===== src/design/sac_map.svh =====
// register offsets, field positions, timing counts and the free-running trigger code for the converter control
// Notes on behaviour
// - result is a 10-bit code, zero is ground, all ones is reference less one lsb
// - reference select picks analog supply, internal 2.56V, or external reference
// - channel select picks input channel and gain, including ground and bandgap
// - two differential pairs offer 1x, 10x, 200x gain; single-ended bypasses gain
// - reference and channel take effect only when enabled; disabled draws no power
// - result right-aligned by default, left-aligned when left-adjust bit is set
// - after low byte read, completions do not update result; result discarded
// - reading high byte releases the lock
// - completion flag sets on every completion, even a discarded one
// - start bit begins single conversion, stays one, cleared on completion
// - channel written during conversion applies only after it finishes
// - with auto trigger, rising edge of selected source resets prescaler and starts
// - trigger high at completion does not restart; edges during conversion ignored
// - free-running restarts at every completion whether or not the flag is cleared
// - start bit still starts a single conversion while auto trigger is enabled
// - start bit reads one during every conversion however started
// - normal conversion lasts 13 converter clocks, first after enable lasts 25
// - at completion write result, set flag, clear start bit together
// - prescaler runs while enabled and is held in reset while disabled
// - software start begins on the next prescaled converter clock edge
`ifndef SAC_MAP_SVH
`define SAC_MAP_SVH
`define SAC_OFF_LOW      3'h0
`define SAC_OFF_HIGH     3'h1
`define SAC_OFF_CSA      3'h2
`define SAC_OFF_MUX      3'h3
`define SAC_OFF_CSB      3'h4
`define SAC_CSA_EN       7
`define SAC_CSA_SC       6
`define SAC_CSA_ATE      5
`define SAC_CSA_IF       4
`define SAC_CSA_IE       3
`define SAC_MUX_LAR      5
`define SAC_NORMAL_CYC   5'h0d
`define SAC_FIRST_CYC    5'h19
`define SAC_TRIG_FREE    3'h0
`endif


===== src/design/sac_pkg.sv =====
// types for the converter control
package sac_pkg;
  typedef enum logic [1:0] {
    SAC_IDLE = 2'b00,
    SAC_WAIT = 2'b01,
    SAC_CONV = 2'b11
  } sac_state_t;
  typedef struct packed {
    logic [1:0] ref_sel;
    logic       left_adj;
    logic [4:0] channel;
  } sac_mux_t;
  typedef struct packed {
    logic       enable;
    logic [1:0] ref_sel;
    logic [4:0] channel;
    logic       gain_bypass;
  } sac_analog_t;
endpackage


===== src/design/sac_conv_ctrl.sv =====
// conversion control for a 10-bit successive-approximation converter
`timescale 1ns/1ns
`include "sac_map.svh"
module sac_conv_ctrl #(
  parameter int RES_W = 10
) (
  // clock and reset
  input  wire logic                 clk,
  input  wire logic                 rst,
  // register port
  input  wire logic [2:0]           reg_addr,
  input  wire logic [7:0]           reg_wdata,
  input  wire logic                 reg_wr,
  input  wire logic                 reg_rd,
  output logic      [7:0]           reg_rdata,
  // trigger sources, one bit per select code
  input  wire logic [7:0]           trig_src,
  // analog core
  output sac_pkg::sac_analog_t      analog_cfg,
  output logic                      sample_start,
  input  wire logic [RES_W-1:0]     core_result,
  // interrupt request
  output logic                      irq
);
  sac_pkg::sac_state_t state;
  sac_pkg::sac_state_t next_state;
  sac_pkg::sac_mux_t   mux_reg;
  sac_pkg::sac_mux_t   mux_live;
  logic [7:0]          csa;
  logic [2:0]          csb;
  logic [7:0]          res_low;
  logic [7:0]          res_high;
  logic                locked;
  logic                first_conv;
  logic [6:0]          presc;
  logic [4:0]          cyc;
  logic                trig_prev;
  logic                sc_pending;

  wire en     = csa[`SAC_CSA_EN];
  wire ate    = csa[`SAC_CSA_ATE];
  wire wr_csa = reg_wr && reg_addr == `SAC_OFF_CSA;
  wire wr_mux = reg_wr && reg_addr == `SAC_OFF_MUX;
  wire rd_low = reg_rd && reg_addr == `SAC_OFF_LOW;
  wire rd_hi  = reg_rd && reg_addr == `SAC_OFF_HIGH;
  // prescaler tap chosen by the prescaler select field
  wire [2:0] ps_sel  = csa[2:0];
  wire [2:0] ps_idx  = (ps_sel == 3'h0) ? 3'h0 : 3'(ps_sel - 3'h1);
  wire       adc_tick = en && (presc & 7'((8'h02 << ps_idx) - 8'h01)) ==
                        7'((8'h02 << ps_idx) - 8'h01);
  wire       converting = state == sac_pkg::SAC_CONV;
  wire       done = converting && adc_tick && cyc == 5'h01;
  wire       trig_lvl  = trig_src[csb];
  wire       trig_free = csb == `SAC_TRIG_FREE;
  // edges seen while busy are dropped by sampling only when idle
  wire       trig_edge = en && ate && !trig_free && trig_lvl && !trig_prev &&
                         state == sac_pkg::SAC_IDLE;
  wire       sw_start = wr_csa && reg_wdata[`SAC_CSA_SC] && reg_wdata[`SAC_CSA_EN];
  wire       free_restart = done && ate && trig_free;
  // software start waits for the next prescaled tick
  wire       start_now = trig_edge || free_restart ||
                         (state == sac_pkg::SAC_WAIT && adc_tick);
  // a restart at completion is never the first conversion
  wire [4:0] conv_len = (first_conv && !done) ? `SAC_FIRST_CYC : `SAC_NORMAL_CYC;
  wire [RES_W-1:0] code = core_result;

  function automatic logic [15:0] align(input logic [RES_W-1:0] v, input logic left);
    align = left ? {v, 6'h00} : {6'h00, v};
  endfunction
  wire [15:0] aligned = align(code, mux_live.left_adj);

  always_comb begin
    next_state = state;
    unique case (state)
      sac_pkg::SAC_IDLE: begin
        if (trig_edge) next_state = sac_pkg::SAC_CONV;
        else if (sc_pending || sw_start) next_state = sac_pkg::SAC_WAIT;
      end
      sac_pkg::SAC_WAIT: begin
        if (!en) next_state = sac_pkg::SAC_IDLE;
        else if (adc_tick) next_state = sac_pkg::SAC_CONV;
      end
      sac_pkg::SAC_CONV: begin
        if (!en) next_state = sac_pkg::SAC_IDLE;
        else if (done) next_state = free_restart ? sac_pkg::SAC_CONV : sac_pkg::SAC_IDLE;
      end
    endcase
  end

  always_ff @(posedge clk) begin
    if (rst) state <= sac_pkg::SAC_IDLE;
    else     state <= next_state;
  end

  always_ff @(posedge clk) begin
    if (rst || !en || trig_edge) presc <= 7'h00;
    else                         presc <= 7'(presc + 7'h01);
  end

  always_ff @(posedge clk) begin
    if (rst || !en) begin
      cyc        <= 5'h00;
      first_conv <= 1'b1;
    end else begin
      if (start_now)                    cyc <= conv_len;
      else if (converting && adc_tick)  cyc <= 5'(cyc - 5'h01);
      if (done)                         first_conv <= 1'b0;
    end
  end

  always_ff @(posedge clk) begin
    if (rst) trig_prev <= 1'b0;
    else     trig_prev <= trig_lvl;
  end

  // software start even under auto trigger
  always_ff @(posedge clk) begin
    if (rst || !en || state != sac_pkg::SAC_IDLE) sc_pending <= 1'b0;
    else if (sw_start && trig_edge)               sc_pending <= 1'b0;
    else                                          sc_pending <= sw_start;
  end

  // control register; flag set wins over clear
  wire sc_busy = state != sac_pkg::SAC_IDLE || sc_pending;
  always_ff @(posedge clk) begin
    if (rst) begin
      csa <= 8'h00;
    end else begin
      if (wr_csa) begin
        csa[`SAC_CSA_EN]  <= reg_wdata[`SAC_CSA_EN];
        csa[`SAC_CSA_ATE] <= reg_wdata[`SAC_CSA_ATE];
        csa[`SAC_CSA_IE]  <= reg_wdata[`SAC_CSA_IE];
        csa[2:0]          <= reg_wdata[2:0];
      end
      if (done) csa[`SAC_CSA_IF] <= 1'b1;
      else if (wr_csa && reg_wdata[`SAC_CSA_IF]) csa[`SAC_CSA_IF] <= 1'b0;
      csa[`SAC_CSA_SC] <= 1'b0;
    end
  end

  always_ff @(posedge clk) begin
    if (rst)                             csb <= 3'h0;
    else if (reg_wr && reg_addr == `SAC_OFF_CSB) csb <= reg_wdata[2:0];
  end

  always_ff @(posedge clk) begin
    if (rst) begin
      mux_reg  <= '0;
      mux_live <= '0;
    end else begin
      if (wr_mux) mux_reg <= {reg_wdata[7:6], reg_wdata[`SAC_MUX_LAR], reg_wdata[4:0]};
      if (!converting || done) mux_live <= mux_reg;
    end
  end

  // result lock between low and high reads
  always_ff @(posedge clk) begin
    if (rst) begin
      locked   <= 1'b0;
      res_low  <= 8'h00;
      res_high <= 8'h00;
    end else begin
      if (rd_low)     locked <= 1'b1;
      else if (rd_hi) locked <= 1'b0;
      if (done && !locked) begin
        res_low  <= aligned[7:0];
        res_high <= aligned[15:8];
      end
    end
  end

  always_ff @(posedge clk) begin
    if (rst) begin
      analog_cfg   <= '0;
      sample_start <= 1'b0;
    end else begin
      analog_cfg.enable      <= en;
      analog_cfg.ref_sel     <= en ? mux_live.ref_sel : 2'h0;
      analog_cfg.channel     <= en ? mux_live.channel : 5'h00;
      analog_cfg.gain_bypass <= !en || mux_live.channel < 5'h08 || mux_live.channel > 5'h1d;
      sample_start           <= start_now;
    end
  end

  wire [7:0] csa_view = {csa[7], sc_busy, csa[5:0]};
  wire [7:0] rd_mux_v;
  assign rd_mux_v = {mux_reg.ref_sel, mux_reg.left_adj, mux_reg.channel};
  always_ff @(posedge clk) begin
    if (rst) reg_rdata <= 8'h00;
    else if (reg_rd) begin
      unique case (reg_addr)
        `SAC_OFF_LOW:  reg_rdata <= res_low;
        `SAC_OFF_HIGH: reg_rdata <= res_high;
        `SAC_OFF_CSA:  reg_rdata <= csa_view;
        `SAC_OFF_MUX:  reg_rdata <= rd_mux_v;
        `SAC_OFF_CSB:  reg_rdata <= {5'h00, csb};
        default:       reg_rdata <= 8'h00;
      endcase
    end else reg_rdata <= 8'h00;
  end

  assign irq = csa[`SAC_CSA_IF] && csa[`SAC_CSA_IE];

  // rely on software ordering; nothing enforced here

  property p_flag_on_done;
    @(posedge clk) disable iff (rst) done |=> csa[`SAC_CSA_IF];
  endproperty
  a_flag_on_done: assert property (p_flag_on_done) else $error("flag not set");
  property p_lock_hold;
    @(posedge clk) disable iff (rst) (locked && !rd_hi) |=> $stable(res_low);
  endproperty
  a_lock_hold: assert property (p_lock_hold) else $error("locked result changed");
  property p_unlock;
    @(posedge clk) disable iff (rst) rd_hi && !rd_low |=> !locked;
  endproperty
  a_unlock: assert property (p_unlock) else $error("lock not released");
  property p_busy;
    @(posedge clk) disable iff (rst) converting |-> sc_busy;
  endproperty
  a_busy: assert property (p_busy) else $error("start bit low while busy");
  property p_irq;
    @(posedge clk) disable iff (rst) (done && csa[`SAC_CSA_IE] && !wr_csa) |=> irq;
  endproperty
  a_irq: assert property (p_irq) else $error("irq mismatch");
  property p_presc_off;
    @(posedge clk) disable iff (rst) !en |=> presc == 7'h00;
  endproperty
  a_presc_off: assert property (p_presc_off) else $error("prescaler ran");
  property p_len;
    @(posedge clk) disable iff (rst) (start_now && !first_conv) |=> cyc == `SAC_NORMAL_CYC;
  endproperty
  a_len: assert property (p_len) else $error("wrong length");
  property p_mux_hold;
    @(posedge clk) disable iff (rst) (converting && $past(converting) && !$past(done))
      |-> $stable(mux_live);
  endproperty
  a_mux_hold: assert property (p_mux_hold) else $error("selection changed");
endmodule // sac_conv_ctrl


===== config.mk =====
export PLATFORM = sky130hd
export DESIGN_NAME = sac_conv_ctrl
export DESIGN_NICKNAME = d
export VERILOG_FILES = /design/src/design/sac_pkg.sv /design/src/design/sac_conv_ctrl.sv
export VERILOG_INCLUDE_DIRS = /design/src /design/src/design
export SDC_FILE = /design/constraint.sdc
export NUM_CORES = 1
export LEC_CHECK = 0
export BUFFER_PORTS_ARGS = -buffer_cell sky130_fd_sc_hd__buf_2
export CORE_MARGIN = 1.5
export CORE_UTILIZATION = 50
export CTS_CLUSTER_DIAMETER = 30
export DETAILED_ROUTE_END_ITERATION = 10
export HOLD_SLACK_MARGIN = 0.05
export MAX_ROUTING_LAYER = met4
export PLACE_DENSITY = 0.76
export SLEW_MARGIN = 20
export SYNTH_ARGS = -nofsm -noshare
export SYNTH_HDL_FRONTEND = slang
export SYNTH_SLANG_ARGS = --single-unit

===== constraint.sdc =====
create_clock -name clk -period 10.7 [get_ports clk]
set_clock_uncertainty 0.2 [all_clocks]
set_input_delay 0.535 -clock clk [delete_from_list [all_inputs] [get_ports clk]]
set_output_delay 0.535 -clock clk [all_outputs]
set_load 0.005 [all_outputs]

==> impl_metrics.yaml, run 1 <==
setup_path:
  crit_fanout: 10
  critPathRequiredTime_ps: 10720
  reg2regPathDepth: 14
  critPathMaxStageDelay_ps: 690
  cpLargestDelayFamily: "simple AND/OR/NAND/NOR gates"
  r2r_setup_slack_ps: 6770
  crit_chain: "inv_1 -> nand2_2 -> inv_2 -> ha_1 -> a21o_1 -> nand2_1 -> ha_1 -> xnor2_1 -> a2111oi_0 -> a31oi_1 -> or4b_1 -> or4_4 -> a31oi_1 -> a211oi_1"
  crit_start: "csa[0]"
  worstSetupEndpointType: "register"
  path_buf_inv: 2
  path_class: "reg -> reg"
  r2r_start: "csa[0]"
  arrival_ps: 3950
  crit_end: "state[1]"
  start_kind: "register"
  r2r_end: "state[1]"
  cp.depth: 14
  cp_slowest_cell: "or4b_1"
floorplan:
  num_rows: 30
  ios: 52
  core_area_sq_um: 6760
  die_w_microns: 86.3
  start_util_pct: 51.3
  die_height_microns: 86.3
  dieArea_sq_um: 7450
timing:
  fmax_mhz: 255
  slew_viol_final: 0
  finalHoldViolCount: 0
  fin_tns_setup_ps: 0
  fin_ws_ps: 6770
  layout_min_cycle_time_ps: 3930
  fin_crit_sh_pct: 36.7
  finalSetupViolations: 0
  whs_ps: 242
  worstMarginPinSlew_ps: 1050
  relSlewSlack_pct: 29.5
  rsz0062_at_grt: "no"
power:
  power_density_nw_per_um2: 142
  ir_drop_v: 0.0000928
  p_leak_nw: 1.43
placed_design:
  io_buffers: 51
  place_area_sq_um: 3740
  gp_congestion: 0.858
  dp_hpwl_microns: 5690
  dp_slack_ps: 6810
finish:
  drive_gt1_share_pct: 21.2
  final_net_count: 454
  area_growth_pct: 13.9
  largest_reg_flops: 9
  most-common-layout-cells: "dfxtp_1, buf_2, nor2_1, nand2_1, a21oi_1"
  layout_commonest_cell: "dfxtp_1"
  design_area_sq_um: 3950
  diodes: 0
  top_register: "analog_cfg"
clock_tree:
  cts_tree: "built"
  clkSlewWorstSetupHoldPaths_ps: 90
  root_buffer: "clkbuf_8"
  hold_buffers: 0
  ctsHtreeMaxLevel: 3
  post_cts_buffers: 0
  cts_resized: 0
  cts_buffer_depth: 2
  clock_sink_count: 78
  cts_buffers: 9
  clock_latency_ps: 350
synthesis:
  synth_edf_count: 0
  ys.flop_type: "dfxtp_1"
  synth_cell_type_count: 54
  netlist.area_leader.share_pct: 45.0
  ys_async_sr_fraction_pct: 0
  syn-num-nets: 412
  synth_area_sq_um: 3470
  yosysTopAreaCell: "dfxtp_1"
  synth_seq_cells: 78
  yosys_warnings: 0
  ys_top_cells_by_area: "dfxtp_1, mux2i_1, mux4_2"
  yosysSeqAreaShare_pct: 45.0
  avgSynthCellArea_sq_um: 9.30
  netlist_instances: 373
routing:
  via_per_inst: 5.74
  vias: 2872
  drt_wl_total_microns: 7650
  route.detailed.drc: 0
  wire_per_inst_microns: 15.3
  dr.pass1.iters: 5
  ant_nets: 0
  drt_iter0_markers: 193
min_path:
  hold_class: "in -> reg"
grt:
  grt_antenna_before_repair: 0
  grt_pass1_wl_microns: 12400
  grt-ovfl-total: 0
  grt_max_degree: 50
  grt_usage_pct: 22.4
  grt_pass1_vias: 2550
job:
  drv_cap: 0
outcome:
  status: "finished, final reports clean"
## final cells by class
| class | instances | area (sq um) |
|---|---|---|
| repair buffers | 53 | 270 |
| multi-input cells | 264 | 1780 |
| clock inverters | 7 | 81.3 |
| flip-flops and latches | 78 | 1560 |
| fillers | 590 | 2810 |
| inverters | 9 | 33.8 |
| clock buffers | 9 | 124 |
| well taps | 80 | 100 |
## synth_stat cells, types with 2 or more instances
library cell   n
dfxtp_1       78
nor2_1        40
nand2_1       38
a21oi_1       33
mux2i_1       22
nand3_1       15
clkbuf_1      12
nand2b_1      10
a211oi_1       8
and2_1         8
mux4_2         8
inv_1          7
nand3b_1       7
xnor2_1        7
ha_1           6
nor3_1         6
buf_1          4
buf_2          4
nor2b_1        4
o21ai_0        4
xor2_1         4
a31oi_1        3
and3_1         3
a2111oi_0      2
a21boi_0       2
a21o_1         2
inv_2          2
nor3b_1        2
nor4_1         2
nor4b_1        2
o21ai_1        2
o31ai_1        2
o32ai_1        2
or4_4          2
## worst min path at each step
stage	cells past startpoint	slack, ps	from	end
2_1_floorplan	1	230	presc[0]	presc[0]
3_3_place_gp	2	240	res_low[5]	res_low[5]
3_5_place_dp	2	240	res_high[7]	res_high[7]
4_1_cts	3	230	reg_wdata[4]	mux_reg[4]
5_1_grt	3	230	reg_wdata[3]	mux_reg[3]
6_report	3	240	reg_wdata[5]	mux_reg[5]
## cells by family after synthesis
family          after synthesis  synth area share (%)
simple gates                149                  21.8
flops                        78                  45.0
compound gates               67                  12.2
buf+inv                      31                  3.82
mux                          31                  12.3
xor+xnor                     11                  2.78
fa+ha+maj                     6                  2.16
## metal layers
layer,GRT usage [%],vias to the layer above,wire [microns]
met5,-,-,0
met4,7.48,0,138
met3,5.62,9,411
met2,33.9,101,3620
met1,29.6,1360,3470
li1,-,1402,-
## metrics by stage
step / utilization (%) / total power, W / instances
after floorplan: - / 0.000327 / 373
after global placement: 55.4 / 0.000340 / 484
after global routing: 58.5 / 0.000581 / 500
after CTS: 58.4 / 0.000565 / 500
after detailed placement: 55.4 / 0.000341 / 484
final: 58.5 / 0.000560 / 500
## where the power goes
| group | internal [W] | switching (W) | total [W] | leakage (nW) |
|---|---|---|---|---|
| sequential | 0.000294 | 0.00000589 | 0.000300 | 0.630 |
| combinational | 0.0000152 | 0.0000194 | 0.0000347 | 0.707 |
| clock | 0.000111 | 0.000115 | 0.000226 | 0.0944 |
| total | 0.000420 | 0.000140 | 0.000560 | 1.43 |
## worst register-to-register path, stage by stage (launching register included)
cell       delay [ps]
dfxtp_1           480
inv_1             120
nand2_2            90
inv_2              40
ha_1              270
a21o_1            200
nand2_1            60
ha_1              280
xnor2_1           150
a2111oi_0         110
a31oi_1           280
or4b_1            690
or4_4             600
a31oi_1           180
a211oi_1           70
Note: power is estimated with default switching activity, not from simulation.
==> inputs of run 2 (changes only) <==
- clock period: 10.7 -> 3.8 ns (I/O delays scaled with it)
==> run 2 against run 1 <==
  * Global-route usage increased by 1.3 points
  * First-iteration DRC count rose by 40%
  * Flip-flop and latch count unchanged
  * Via count is 2.5% higher
  * Wire length is 5.8% higher
  * Die area stayed put
  * Sequential share of layout area down 2.7 points
  * Non-clock buffer count rose by 23
  * Register-to-register slack got worse by 6500 ps
  * Combinational power grew to 3.4 times the previous value
  * Clock power increased to 3.4 times the previous value
  * Largest power group unchanged
==> impl_metrics.yaml, run 2 (same netlist as run 1, synthesis figures left out) <==
outcome:
  status: "finished, final reports clean"
setup_path:
  cpLargestDelayFamily: "simple AND/OR/NAND/NOR gates"
  path_class: "reg -> reg"
  path_buf_inv: 1
  path_common_cell: "a31oi_1"
  crit_fanout: 11
  start_kind: "register"
  crit_chain: "inv_2 -> nand2_2 -> ha_2 -> or3_1 -> ha_1 -> a21boi_0 -> a2111oi_0 -> a31oi_1 -> or4b_4 -> or4_4 -> a31oi_1 -> a211oi_1"
  critPathMaxStageDelay_ps: 550
  worstSetupEndpointType: "register"
  arrival_ps: 3620
  cp_slowest_cell: "or4b_4"
  critPathRequiredTime_ps: 3840
timing:
  relSlewSlack_pct: 28.3
  slew_viol_final: 0
  fin_tns_setup_ps: 0
  fin_crit_sh_pct: 94.1
  finalHoldViolCount: 0
  worstMarginPinSlew_ps: 1070
  rsz0062_at_grt: "no"
  layout_min_cycle_time_ps: 3580
  fmax_mhz: 280
  fin_ws_ps: 224
  finalSetupViolations: 0
finish:
  top_register: "analog_cfg"
  layout_commonest_cell: "dfxtp_1"
  final_net_count: 477
  post-route-util_pct: 62.9
  final_cells: 523
  drive_gt1_share_pct: 21.7
  largest_reg_flops: 9
  most-common-layout-cells: "dfxtp_1, buf_2, nor2_1, nand2_1, a21oi_1"
  fill_cells: 560
  area_growth_pct: 22.4
  diodes: 0
clock_tree:
  cts_buffer_depth: 2
  cts_buffers: 9
  root_buffer: "clkbuf_8"
  cts_tree: "built"
  clkSlewWorstSetupHoldPaths_ps: 80
  clock_latency_ps: 350
  ctsHtreeMaxLevel: 3
  clock_sink_count: 78
routing:
  route.detailed.drc: 0
  vias: 2944
  ant_nets: 0
  wire_per_inst_microns: 15.5
  via_per_inst: 5.63
  drt_iter0_markers: 271
  dr.pass1.iters: 5
  drt_wl_total_microns: 8090
floorplan:
  ios: 52
  die_height_microns: 86.3
  die_w_microns: 86.3
  core_area_sq_um: 6760
  dieArea_sq_um: 7450
  start_util_pct: 51.3
  num_rows: 30
power:
  p_leak_nw: 1.56
  power_density_nw_per_um2: 406
  ir_drop_v: 0.000264
grt:
  grt_usage_pct: 23.8
  grt_pass1_wl_microns: 13200
  grt_max_degree: 50
  busiest_layer: "met2"
  grt_antenna_before_repair: 0
  use_met2_pct: 38.5
  grt_use_met1_pct: 29.6
  grt-ovfl-total: 0
  grt_pass1_vias: 2769
  met3_usage_pct: 4.76
placed_design:
  io_buffers: 51
  dp_slack_ps: 118
  place_inst: 486
  dp_hpwl_microns: 5590
  gp_congestion: 0.835
min_path:
  hold_class: "in -> reg"
job:
  drv_cap: 0
==> run 2: cell count changes in the layout (fill, tap and decap cells not counted), sizes merged <==
cell	before	now
buf	53	56
bufinv	1	3
clkinvlp	3	0
dlygate4sd3	0	20
inv	12	13
==> run 2: layer usage <==
| layer | wire (microns) | part of all wire [%] |
|---|---|---|
| met1 | 3560 | 44 |
| met2 | 3900 | 48 |
| met3 | 483 | 6.0 |
| met4 | 154 | 1.9 |
| met5 | 0 | 0 |
==> run 2: where the power goes <==
group / switching, W / internal [W]
Clock: 0.000317 / 0.000445
Sequential: 0.0000163 / 0.000827
Combinational: 0.0000602 / 0.0000585
==> run 2: final cells by class <==
class                      instances  area [sq um]  area share, %
multi-input combinational        264          1800           42.5
sequential                        78          1560           36.8
timing repair buffer              76           497           11.7
clock inverter                     7           125           2.95
clock buffer                       9           124           2.92
tap                               80           100           2.36
inverter                           9          33.8          0.796
==> run 2: final timing paths <==
| check | slack (ps) | startpoint | end | cells past startpoint |
|---|---|---|---|---|
| setup / recovery | 220 | csa[1] | state[1] | 12 |
| hold / removal | 100 | reg_addr[0] | reg_rdata[6] | 3 |
| setup reg to reg | 220 | csa[1] | state[1] | 12 |
| hold reg to reg | 250 | res_high[7] | res_high[7] | 2 |
==> run 2: worst min-delay path: stages <==
cell and delay (ps):
buf_2 210, nor2_1 140, a211oi_1 60
==> run 2: repair_timing <==
item,CTS,global route
gates resized for setup,0,9
endpoints found under the hold margin,38,0
hold buffers,20,0
endpoints found under the setup margin,0,24
buffers inserted,0,1
==> run 2: through the flow <==
step	cell area [sq um]	total power [W]	hold WS, ps
final	4250	0.00172	104
after global placement	3750	0.000956	236
after CTS	4200	0.00173	102
after floorplan	3470	0.000921	126
after detailed placement	3750	0.000959	242
after global routing	4250	0.00178	153
